**src/orient_pkg.sv**
```systemverilog
// constants shared by the orientation and flat detector
package orient_pkg;
  // register offsets
  localparam logic [7:0] STATUS_OFS = 8'h1C;
  localparam logic [7:0] ORIENT_CFG_OFS = 8'h65;
  localparam logic [7:0] FLAT_CFG_OFS = 8'h67;
  // orientation config fields
  localparam int OC_MODE_LSB = 0;
  localparam int OC_BLOCK_LSB = 2;
  localparam int OC_HYST_LSB = 4;
  localparam int OC_THETA_LSB = 8;
  localparam int OC_FACE_BIT = 14;
  localparam int OC_SWAP_BIT = 15;
  // flat config fields
  localparam int FC_THETA_LSB = 0;
  localparam int FC_HYST_LSB = 8;
  localparam int FC_HOLD_LSB = 12;
  // reset values
  localparam logic [15:0] ORIENT_CFG_RST = 16'h0000;
  localparam logic [15:0] FLAT_CFG_RST = 16'h0000;
  // status fields
  localparam int ST_ORIENT_LSB = 24;
  localparam int ST_FLAT_BIT = 27;
  // fixed thresholds in 2g scale on 8-bit data (1g = 64)
  localparam logic [7:0] FACE_HYST_8 = 8'h0D; // ~200 mg
  localparam logic [7:0] HIGH_G_8 = 8'h60; // 1.5g
  localparam logic [7:0] SLOPE_LO_8 = 8'h0D; // 0.2g
  localparam logic [7:0] SLOPE_HI_8 = 8'h1A; // 0.4g
  localparam int SLOPE_RUN = 3;
  // stability timer, in samples at the sample rate
  localparam int STABLE_MS = 100;
  localparam int SAMPLE_HZ = 100;
  localparam int STABLE_SAMPLES = (STABLE_MS * SAMPLE_HZ) / 1000;
  // orientation modes
  typedef enum logic [1:0] {
    MODE_SYM0 = 2'b00,
    MODE_HIGH = 2'b01,
    MODE_LOW = 2'b10,
    MODE_SYM1 = 2'b11
  } orient_mode_e;
endpackage

```
**src/axis_sat_if.sv**
```systemverilog
// interface between the top and the saturation/square unit
`timescale 1ns/1ns
interface axis_sat_if;
  logic [7:0] ax;
  logic [7:0] ay;
  logic [7:0] az;
  logic [9:0] xy_sum;
  logic [5:0] z_sq6;
  modport top (output ax, output ay, output az, input xy_sum, input z_sq6);
  modport unit (input ax, input ay, input az, output xy_sum, output z_sq6);
endinterface

```
**src/axis_sat_unit.sv**
```systemverilog
// saturated squares for horizontal and flat tests
`timescale 1ns/1ns
module axis_sat_unit (
  // operands and results
  axis_sat_if.unit s
);
  // absolute 8-bit value reduced to 6 bits, clamped at 1g
  function automatic logic [5:0] sat6(input logic [7:0] v);
    logic [7:0] a;
    a = v[7] ? 8'(-v) : v;
    if (a[7] || a[6]) begin
      sat6 = 6'h3F;
    end else begin
      sat6 = a[5:0];
    end
  endfunction
  // squares kept to the 10 upper bits
  function automatic logic [9:0] sq10(input logic [5:0] v);
    logic [11:0] p;
    p = {6'h00, v} * {6'h00, v};
    sq10 = p[11:2];
  endfunction
  logic [10:0] sum11;
  logic [9:0] zsq;
  always_comb begin
    sum11 = {1'b0, sq10(sat6(s.ax))} + {1'b0, sq10(sat6(s.ay))};
    zsq = sq10(sat6(s.az));
  end
  assign s.xy_sum = sum11[10] ? 10'h3FF : sum11[9:0];
  assign s.z_sq6 = zsq[9:4];
endmodule

```
**src/orientation_flat_detector.sv**
```systemverilog
// orientation and flat detector on the accelerometer sample stream
// How it works
// - high-asymmetric mode uses factor two bounds
// - low-asymmetric mode uses factor half bounds
// - face hysteresis 200 mg, scaled by range
// - face bit 0 above +200mg, 1 below -200mg
// - blocking 00 none, 01 horizontal or 1.5g
// - blocking 10 adds slope over 0.2g
// - blocking 11 adds 0.4g slope and 100ms
// - slope block released after three quiet samples
// - change restarts 100 ms stability timer
// - horizontal when theta times z squared exceeds
// - saturated axis: 6 bits, clamp 1g
// - rescale other ranges to 2g scale
// - interrupt on every orientation code change except the bit2 clear when face is disabled
// - face disabled: bits 1:0 only, bit2 zero
// - status fields updated on interrupt condition
// - axis swap exchanges x and z here only
// - flat set when product minus hysteresis covers
// - flat cleared when product plus hysteresis below
// - still flag false after three large slopes, blocking 10/11 only
// - flat holds for hold time before interrupt
// - flat interrupt on entering and leaving
// - mode 00/11 symmetric, 01 high, 10 low
// - symmetric mode compares y with x
// - engine works on 8-bit samples
`timescale 1ns/1ns
module orientation_flat_detector
#(
  parameter int HOLD_UNIT = 16
) (
  // clock, reset, enable
  input wire logic clk,
  input wire logic rst_n,
  input wire logic clk_en,
  // sample stream, 16-bit signed per axis
  input wire logic sample_valid,
  input wire logic [15:0] acc_x,
  input wire logic [15:0] acc_y,
  input wire logic [15:0] acc_z,
  input wire logic [1:0] range_sel,
  input wire logic latched,
  // register port
  input wire logic [7:0] reg_addr,
  input wire logic reg_wr,
  input wire logic [15:0] reg_wdata,
  output logic [31:0] reg_rdata,
  // events
  output logic orient_irq,
  output logic flat_irq
);
  import orient_pkg::*;

  // ------------------------------------------------------------
  // registers
  // ------------------------------------------------------------
  logic [15:0] orient_cfg_r;
  logic [15:0] flat_cfg_r;
  logic [2:0] orient_r;
  logic flat_r;
  always_ff @(posedge clk or negedge rst_n) begin
    if (!rst_n) begin
      orient_cfg_r <= ORIENT_CFG_RST;
      flat_cfg_r <= FLAT_CFG_RST;
    end else if (clk_en && reg_wr) begin
      if (reg_addr == ORIENT_CFG_OFS) begin
        orient_cfg_r <= reg_wdata;
      end
      if (reg_addr == FLAT_CFG_OFS) begin
        flat_cfg_r <= reg_wdata;
      end
    end
  end

  // read mux, registered
  always_ff @(posedge clk or negedge rst_n) begin
    if (!rst_n) begin
      reg_rdata <= 32'h0000_0000;
    end else if (clk_en) begin
      unique case (reg_addr)
        STATUS_OFS: reg_rdata <= {4'h0, flat_r, orient_r, 24'h000000};
        ORIENT_CFG_OFS: reg_rdata <= {16'h0000, orient_cfg_r};
        FLAT_CFG_OFS: reg_rdata <= {16'h0000, flat_cfg_r};
        default: reg_rdata <= 32'h0000_0000;
      endcase
    end
  end

  // config fields
  orient_mode_e mode;
  logic [1:0] blk_sel;
  logic [3:0] pl_hyst;
  logic [5:0] theta_blk;
  logic face_bit_irq_en;
  logic axis_swap_en;
  logic [5:0] theta_flat;
  logic [3:0] horizontal_hysteresis;
  logic [3:0] hold_sel;
  assign mode = orient_mode_e'(orient_cfg_r[OC_MODE_LSB +: 2]);
  assign blk_sel = orient_cfg_r[OC_BLOCK_LSB +: 2];
  assign pl_hyst = orient_cfg_r[OC_HYST_LSB +: 4];
  assign theta_blk = orient_cfg_r[OC_THETA_LSB +: 6];
  assign face_bit_irq_en = orient_cfg_r[OC_FACE_BIT];
  assign axis_swap_en = orient_cfg_r[OC_SWAP_BIT];
  assign theta_flat = flat_cfg_r[FC_THETA_LSB +: 6];
  assign horizontal_hysteresis = flat_cfg_r[FC_HYST_LSB +: 4];
  assign hold_sel = flat_cfg_r[FC_HOLD_LSB +: 4];

  // ------------------------------------------------------------
  // sample scaling and axis swap
  // ------------------------------------------------------------
  // 16-bit to 8-bit in 2g scale, saturating for wider ranges
  function automatic logic [7:0] to8(input logic [15:0] v, input logic [1:0] rs);
    logic [18:0] w;
    // one spare sign bit per shift step, so the 16g shift cannot lose the sign
    w = {{3{v[15]}}, v} <<< rs;
    if (w[18:15] != {4{w[18]}}) begin
      to8 = w[18] ? 8'h80 : 8'h7F;
    end else begin
      to8 = w[15:8];
    end
  endfunction
  function automatic logic [7:0] abs8(input logic [7:0] v);
    abs8 = v[7] ? ((v == 8'h80) ? 8'h7F : 8'(-v)) : v;
  endfunction

  logic [7:0] sx, sy, sz;
  always_comb begin
    sx = to8(acc_x, range_sel);
    sy = to8(acc_y, range_sel);
    sz = to8(acc_z, range_sel);
    if (axis_swap_en) begin
      // x<->z with z negated keeps right-handed frame
      sx = sz;
      sz = 8'(-to8(acc_x, range_sel));
    end
  end

  axis_sat_if sat ();
  assign sat.ax = sx;
  assign sat.ay = sy;
  assign sat.az = sz;
  axis_sat_unit u_sat (
    .s(sat)
  );

  // ------------------------------------------------------------
  // classification
  // ------------------------------------------------------------
  logic [8:0] ax9, ay9, hy9;
  logic land, port;
  logic [2:0] cand;
  always_comb begin
    ax9 = {1'b0, abs8(sx)};
    ay9 = {1'b0, abs8(sy)};
    hy9 = {5'h00, pl_hyst};
    unique case (mode)
      MODE_HIGH: begin
        land = ax9 > hy9 && ay9 < 9'((ax9 - hy9) << 1);
        port = {1'b0, ay9} > ({ax9, 1'b0} + {1'b0, hy9});
      end
      MODE_LOW: begin
        land = ax9 > hy9 && ay9 < ((ax9 - hy9) >> 1);
        port = ay9 > ((ax9 >> 1) + hy9);
      end
      MODE_SYM0, MODE_SYM1: begin
        land = ax9 > hy9 && ay9 < (ax9 - hy9);
        port = ay9 > (ax9 + hy9);
      end
    endcase
    cand = orient_r;
    if (land) begin
      cand[1:0] = sx[7] ? 2'b01 : 2'b00;
    end else if (port) begin
      cand[1:0] = sy[7] ? 2'b10 : 2'b11;
    end
    if (!sz[7] && sz > FACE_HYST_8) begin
      cand[2] = 1'b0;
    end else if (sz[7] && abs8(sz) > FACE_HYST_8) begin
      cand[2] = 1'b1;
    end
    if (!face_bit_irq_en) begin
      cand[2] = 1'b0;
    end
  end

  // ------------------------------------------------------------
  // blocking conditions
  // ------------------------------------------------------------
  logic [7:0] px_r, py_r, pz_r;
  logic [1:0] big_cnt_r, quiet_cnt_r;
  logic slope_blk_r;
  logic [7:0] slope_th;
  logic slope_big, high_g, near_hz;
  logic [11:0] th_prod;
  always_comb begin
    slope_th = (blk_sel == 2'b11) ? SLOPE_HI_8 : SLOPE_LO_8;
    slope_big = abs8(8'(sx - px_r)) > slope_th || abs8(8'(sy - py_r)) > slope_th ||
                abs8(8'(sz - pz_r)) > slope_th;
    high_g = abs8(sx) > HIGH_G_8 || abs8(sy) > HIGH_G_8 || abs8(sz) > HIGH_G_8;
    th_prod = {6'h00, theta_blk} * {6'h00, sat.z_sq6};
    near_hz = (th_prod[11:10] != 2'b00 ? 10'h3FF : th_prod[9:0]) > sat.xy_sum;
  end

  // slope runs: three large to block, three small to release
  always_ff @(posedge clk or negedge rst_n) begin
    if (!rst_n) begin
      px_r <= 8'h00;
      py_r <= 8'h00;
      pz_r <= 8'h00;
      big_cnt_r <= 2'b00;
      quiet_cnt_r <= 2'b00;
      slope_blk_r <= 1'b0;
    end else if (clk_en && sample_valid) begin
      px_r <= sx;
      py_r <= sy;
      pz_r <= sz;
      if (slope_big) begin
        quiet_cnt_r <= 2'b00;
        big_cnt_r <= (big_cnt_r == 2'(SLOPE_RUN)) ? big_cnt_r : big_cnt_r + 2'b01;
        if (big_cnt_r == 2'(SLOPE_RUN - 1)) begin
          slope_blk_r <= 1'b1;
        end
      end else begin
        big_cnt_r <= 2'b00;
        quiet_cnt_r <= (quiet_cnt_r == 2'(SLOPE_RUN)) ? quiet_cnt_r : quiet_cnt_r + 2'b01;
        if (quiet_cnt_r == 2'(SLOPE_RUN - 1)) begin
          slope_blk_r <= 1'b0;
        end
      end
    end
  end

  // stability timer in samples
  logic [7:0] stab_cnt_r;
  logic [2:0] last_cand_r;
  always_ff @(posedge clk or negedge rst_n) begin
    if (!rst_n) begin
      stab_cnt_r <= 8'h00;
      last_cand_r <= 3'b000;
    end else if (clk_en && sample_valid) begin
      last_cand_r <= cand;
      if (cand != last_cand_r || high_g) begin
        stab_cnt_r <= 8'(STABLE_SAMPLES);
      end else if (stab_cnt_r != 8'h00) begin
        stab_cnt_r <= stab_cnt_r - 8'h01;
      end
    end
  end

  logic blocked;
  always_comb begin
    unique case (blk_sel)
      2'b00: blocked = 1'b0;
      2'b01: blocked = near_hz || high_g;
      2'b10: blocked = near_hz || high_g || slope_blk_r;
      2'b11: blocked = near_hz || high_g || slope_blk_r ||
                         cand != last_cand_r || stab_cnt_r > 8'h01;
    endcase
  end

  // ------------------------------------------------------------
  // orientation status and event
  // ------------------------------------------------------------
  always_ff @(posedge clk or negedge rst_n) begin
    if (!rst_n) begin
      orient_r <= 3'b000;
      orient_irq <= 1'b0;
    end else if (clk_en) begin
      orient_irq <= 1'b0;
      if (!face_bit_irq_en) begin
        orient_r[2] <= 1'b0;
      end
      if (sample_valid && !blocked && cand != orient_r) begin
        orient_r <= cand;
        orient_irq <= (cand[1:0] != orient_r[1:0]) || face_bit_irq_en;
      end
    end
  end

  // ------------------------------------------------------------
  // flat detection
  // ------------------------------------------------------------
  logic still;
  logic [11:0] fl_prod;
  logic [10:0] fl_base, fl_hi;
  logic flat_on, flat_off;
  always_comb begin
    still = !(blk_sel[1] && slope_blk_r);
    fl_prod = {6'h00, theta_flat} * {6'h00, sat.z_sq6};
    fl_base = {1'b0, (fl_prod[11:10] != 2'b00) ? 10'h3FF : fl_prod[9:0]};
    fl_hi = fl_base + {7'h00, horizontal_hysteresis};
    flat_on = fl_base >= {7'h00, horizontal_hysteresis} &&
              (fl_base - {7'h00, horizontal_hysteresis}) >= {1'b0, sat.xy_sum} && still;
    flat_off = fl_hi < {1'b0, sat.xy_sum} || !still;
  end

  logic flat_raw_r;
  logic [11:0] hold_cnt_r;
  always_ff @(posedge clk or negedge rst_n) begin
    if (!rst_n) begin
      flat_raw_r <= 1'b0;
      hold_cnt_r <= 12'h000;
      flat_r <= 1'b0;
      flat_irq <= 1'b0;
    end else if (clk_en) begin
      flat_irq <= 1'b0;
      if (sample_valid) begin
        if (flat_on) begin
          flat_raw_r <= 1'b1;
        end else if (flat_off && !latched) begin
          flat_raw_r <= 1'b0;
        end
        if ((flat_raw_r != flat_r)) begin
          if (hold_cnt_r >= 12'(hold_sel * HOLD_UNIT)) begin
            flat_r <= flat_raw_r;
            flat_irq <= 1'b1;
            hold_cnt_r <= 12'h000;
          end else begin
            hold_cnt_r <= hold_cnt_r + 12'h001;
          end
        end else begin
          hold_cnt_r <= 12'h000;
        end
      end
    end
  end

  // ------------------------------------------------------------
  // checks
  // ------------------------------------------------------------
  a_face_zero_off: assert property (@(posedge clk) disable iff (!rst_n)
    !face_bit_irq_en && clk_en |=> !orient_r[2]) else $error("face bit set while disabled");
  a_irq_on_change: assert property (@(posedge clk) disable iff (!rst_n)
    $past(clk_en) && orient_irq |-> orient_r != $past(orient_r))
    else $error("irq without code change");
  a_no_block_00: assert property (@(posedge clk) disable iff (!rst_n)
    clk_en && sample_valid && blk_sel == 2'b00 && cand[1:0] != orient_r[1:0]
    |=> orient_irq) else $error("event suppressed with blocking off");
  a_flat_irq_edge: assert property (@(posedge clk) disable iff (!rst_n)
    $past(clk_en) && flat_irq |-> flat_r != $past(flat_r)) else $error("flat irq without change");
  a_hold_before: assert property (@(posedge clk) disable iff (!rst_n)
    $rose(flat_r) |-> $past(hold_cnt_r) >= 12'(hold_sel * HOLD_UNIT)) else $error("hold short");
  a_blk01_hg: assert property (@(posedge clk) disable iff (!rst_n)
    clk_en && sample_valid && blk_sel == 2'b01 && high_g |=> !orient_irq)
    else $error("high g not blocking");
  a_slope_block: assert property (@(posedge clk) disable iff (!rst_n)
    $rose(slope_blk_r) |-> $past(big_cnt_r) == 2'(SLOPE_RUN - 1)) else $error("slope run");
  a_still_flat: assert property (@(posedge clk) disable iff (!rst_n)
    clk_en && sample_valid && !still && !latched |=> !flat_raw_r) else $error("flat moving");
endmodule

```
**config.mk**
```make
export PLATFORM = sky130hd
export DESIGN_NAME = orientation_flat_detector
export DESIGN_NICKNAME = d
export VERILOG_FILES = /design/src/orient_pkg.sv /design/src/axis_sat_if.sv /design/src/axis_sat_unit.sv /design/src/orientation_flat_detector.sv
export SDC_FILE = /design/constraint.sdc
export NUM_CORES = 1
export LEC_CHECK = 0
export BUFFER_PORTS_ARGS = -buffer_cell sky130_fd_sc_hd__buf_2
export CAP_MARGIN = 20
export CORE_ASPECT_RATIO = 1.5
export CORE_MARGIN = 1.5
export CORE_UTILIZATION = 38
export DETAILED_ROUTE_END_ITERATION = 10
export SLEW_MARGIN = 20
export SYNTH_ARGS = -nofsm -noshare
export SYNTH_HDL_FRONTEND = slang
export SYNTH_SLANG_ARGS = --single-unit
```
**constraint.sdc**
```tcl
create_clock -name clk -period 14.3 [get_ports clk]
set_clock_uncertainty 0.2 [all_clocks]
set_input_delay 1.43 -clock clk [delete_from_list [all_inputs] [get_ports clk]]
set_output_delay 1.43 -clock clk [all_outputs]
set_load 0.005 [all_outputs]
```
==> summary.md <==
| Metric | Value |
|---|---|
| Post-Syn Instances | 2029 |
| Power Internal | 0.00210 W |
| Worst-Margin Slew | between 900 and 1000 ps |
| Number of global-route vias before repair | 14790 |
| Share of layout cells above drive strength 1 | between 15 and 20% |
| CP Launch Type | primary input |
| CP required | around 14000 ps |
| Dpl hpwl | between 30 and 40 mm |
| Post-Layout Cell Count | 2773 |
| DR WL/cell | about 16 um |
| Global placer's final weighted congestion | 0.930 |
| Initial Util | 38.3% |
| NetSw | about 0.0024 W |
| Mapped Area | 16700 sq um |
| GR Util All Layers | 19.7% |
| IO Pins | ~110 |
| Largest net degree at the start of global routing | 74 |
| First-pass GRT wire length | just over 70 mm |
| Max frequency | around 74 MHz |
| Yosys reg bits | around 110 |
| Row cnt | between 90 and 100 |
| Min-Delay Endpoint | flat_irq |
| Final worst path period need | approximately 13000 ps |
| Antenna cells | 0 |
| Initial antenna violation count | 0 |
| Final setup fails | 0 |
| Synth async-reset ratio | between 90% and 100% |
| CTS sink cnt | about 110 |
| Die W | roughly 170 um |
| Syn Area/Cell | between 8 and 9 sq um |
| Core ar. | about 44000 sq um |
| Final Max Slew Viols | 0 |
| Most frequent CP cell | a21oi_1 |
| Worst reg-to-reg setup slack | 2120 ps |
| Leak Pwr | approximately 9.5 nW |
| Clock tree buffer depth | 2 |
| Netlist cell types | 91 |
| CP Buf/Inv Count | 11 |
| Max_slew headroom | between 30% and 40% |
| Vias per std cell | about 5.3 |
| CTS root buf | clkbuf_16 |
| Cell area after layout | around 19000 sq um |
| Placed Cells | about 2800 |
| H-tree depth | 3 |
| Hold path cells | 1 |
| Max Cap Violations | 0 |
| Area after DPL | around 18000 sq um |
| CTS buffer count | 9 |
| PD cells | 236 nW/um^2 |
| R2R Path Start | orient_cfg_r[15] |
| Post-synthesis sequential area ratio | 16.6% |
| CP top delay family | adder cells |
| Switching Fraction | between 50% and 60% |
| Die area | roughly 45000 sq um |
| Peak VDD IR | between 300 and 400 uV |
| Depth of the worst register-to-register path | 52 |
| 1st-iter DRT viols | 651 |
| Post-DRT Antenna Nets | 0 |
| Port bufs | 86 |
| Critical Path AT | between 10000 and 15000 ps |
| Hold Path Class | reg2reg |
| Hold_buf cts | 0 |
| Clk_lat worst skew | about 380 ps |
| Setup CP Type | in2reg |
| # fillers | roughly 4300 |
| Height of the die | between 200 and 300 um |
| Crit-path max cell delay | ~570 ps |
| Status | completed |
| Commonest non-fill, non-tap cells in the layout | ha_1 (238), inv_1 (216), nand2_1 (165), nor2_1 (157), o21ai_0 (128) |
| Count of final hold-check violations | 0 |
| Slowest CP cell | mux4_2 |
| Critical path capture point type | flop |
| Reg area | roughly 2800 sq um |
| Commonest non-fill, non-tap cell in the layout | ha_1 |
| Setup crit start | range_sel[0] |
| Congestion Overflow GR | 0 |
| Area of the multi-input gates | about 13000 sq um |
| Power consumption | roughly 0.0045 W |
| Crit-path max FO | 10 |
| Min-delay src | flat_irq |
| Power share of the sequential group | approximately 8.4% |
| DRC viols | 0 |
| TritonCTS clock tree | done |
| Clock-pin slew on the worst setup and hold paths | roughly 90 ps |
| Post-synth EDFFs | 0 |
| Comb pwr share | between 80% and 90% |
| RR Endpoint | orient_r[1] |
| Via count | 14794 |
| Syn-to-layout area delta | 13.5% |
| Period utilization | 94.3% |
| Post-synth top flop | dfrtp_1 |
| WL final | approximately 45 mm |
| Total negative setup slack | 0 ps |
| First drt pass iteration count | 6 |
| Yosys synthesis warning count | 0 |
| Nets | 2581 |
| Clk pwr share | just under 6% |
## cell type report
type | count | area share (%)
repair buffers | 209 | 7.27
well taps | 576 | 3.79
inverters | 222 | 4.41
multi-input cells | 1639 | 68.3
clock buffers | 9 | 1.19
flip-flops and latches | 111 | 14.6
clock inverters | 7 | 0.402
## state kept, by name, indices dropped and copies added, names as in the netlist, 2 cells and up
signal and flops:
py_r 8, reg_rdata 20, quiet_cnt_r 2, pz_r 8
hold_cnt_r 12, orient_cfg_r 16, big_cnt_r 2, stab_cnt_r 8
orient_r 3, px_r 8, flat_cfg_r 16, last_cand_r 3
## what timing repair did
item | CTS | global route
endpoints found under the setup margin | 0 | 5
setup buffers | 0 | 3
resized for setup | 0 | 47
## power groups by stage
| stage | Combinational [W] | Clock [W] | Sequential (W) |
|---|---|---|---|
| 5_1_grt | 0.00437 | 0.000280 | 0.000379 |
| 6_report | 0.00384 | 0.000264 | 0.000375 |
| 3_5_place_dp | 0.00381 | 0 | 0.000382 |
| 2_1_floorplan | 0.00272 | 0 | 0.000370 |
| 3_3_place_gp | 0.00369 | 0 | 0.000380 |
| 4_1_cts | 0.00383 | 0.000269 | 0.000375 |
## synthesized netlist by cell type, types with 17 or more instances
| library cell | instances | area, sq um |
|---|---|---|
| ha_1 | 241 | 3020 |
| inv_1 | 218 | 818 |
| nand2_1 | 167 | 627 |
| nor2_1 | 161 | 604 |
| o21ai_0 | 131 | 656 |
| a21oi_1 | 115 | 576 |
| dfrtp_1 | 111 | 2780 |
| xnor2_1 | 85 | 744 |
| and2_1 | 73 | 457 |
| fa_1 | 68 | 1360 |
| mux2_2 | 47 | 529 |
| mux2i_1 | 41 | 410 |
| clkbuf_1 | 38 | 143 |
| xor2_1 | 37 | 324 |
| nand2b_1 | 36 | 225 |
| a21o_1 | 35 | 263 |
| nor2b_1 | 30 | 188 |
| nand3_1 | 29 | 145 |
| o21bai_1 | 21 | 158 |
| nor3_1 | 20 | 100 |
| o2bb2ai_1 | 20 | 175 |
| a31oi_1 | 19 | 119 |
| nand4_1 | 18 | 113 |
| o21a_1 | 18 | 135 |
| buf_4 | 17 | 128 |
## layer usage
layer / global-route usage [%] / part of all wire [%] / vias up
met4: 8.24 / 3.7 / 0
met3: 1.93 / 2.7 / 90
met1: 22.0 / 40 / 7092
li1: - / - / 7341
met2: 37.9 / 53 / 271
met5: 0 / 0 / -
## worst max path at each step
| stage | to | slack [ps] | cells after the start |
|---|---|---|---|
| after floorplan | flat_raw_r | 40 | 69 |
| after global placement | flat_raw_r | -40 | 66 |
| after detailed placement | flat_raw_r | -180 | 63 |
| after CTS | flat_raw_r | 190 | 64 |
| after global routing | flat_raw_r | -60 | 72 |
| final | orient_r[1] | 810 | 56 |
## metrics by stage
step	hold WS, ps	setup slack (ps)	utilization [%]
4_1_cts	280	194	43.0
3_5_place_dp	264	-180	42.4
6_report	278	812	43.5
5_1_grt	299	-64.3	43.5
2_1_floorplan	239	39.1	-
3_3_place_gp	264	-44.4	42.4
## logic make-up after synthesis
| kind of cell | after synthesis | share of synthesized area (%) |
|---|---|---|
| simple gates | 617 | 18.3 |
| compound gates | 479 | 18.4 |
| fa+ha+maj | 309 | 26.2 |
| buf+inv | 290 | 7.01 |
| xor+xnor | 123 | 6.48 |
| flops | 111 | 16.6 |
| mux | 99 | 7.05 |
| other cells | 1 | 0.0224 |
Note: power is estimated with default switching activity, not from simulation.
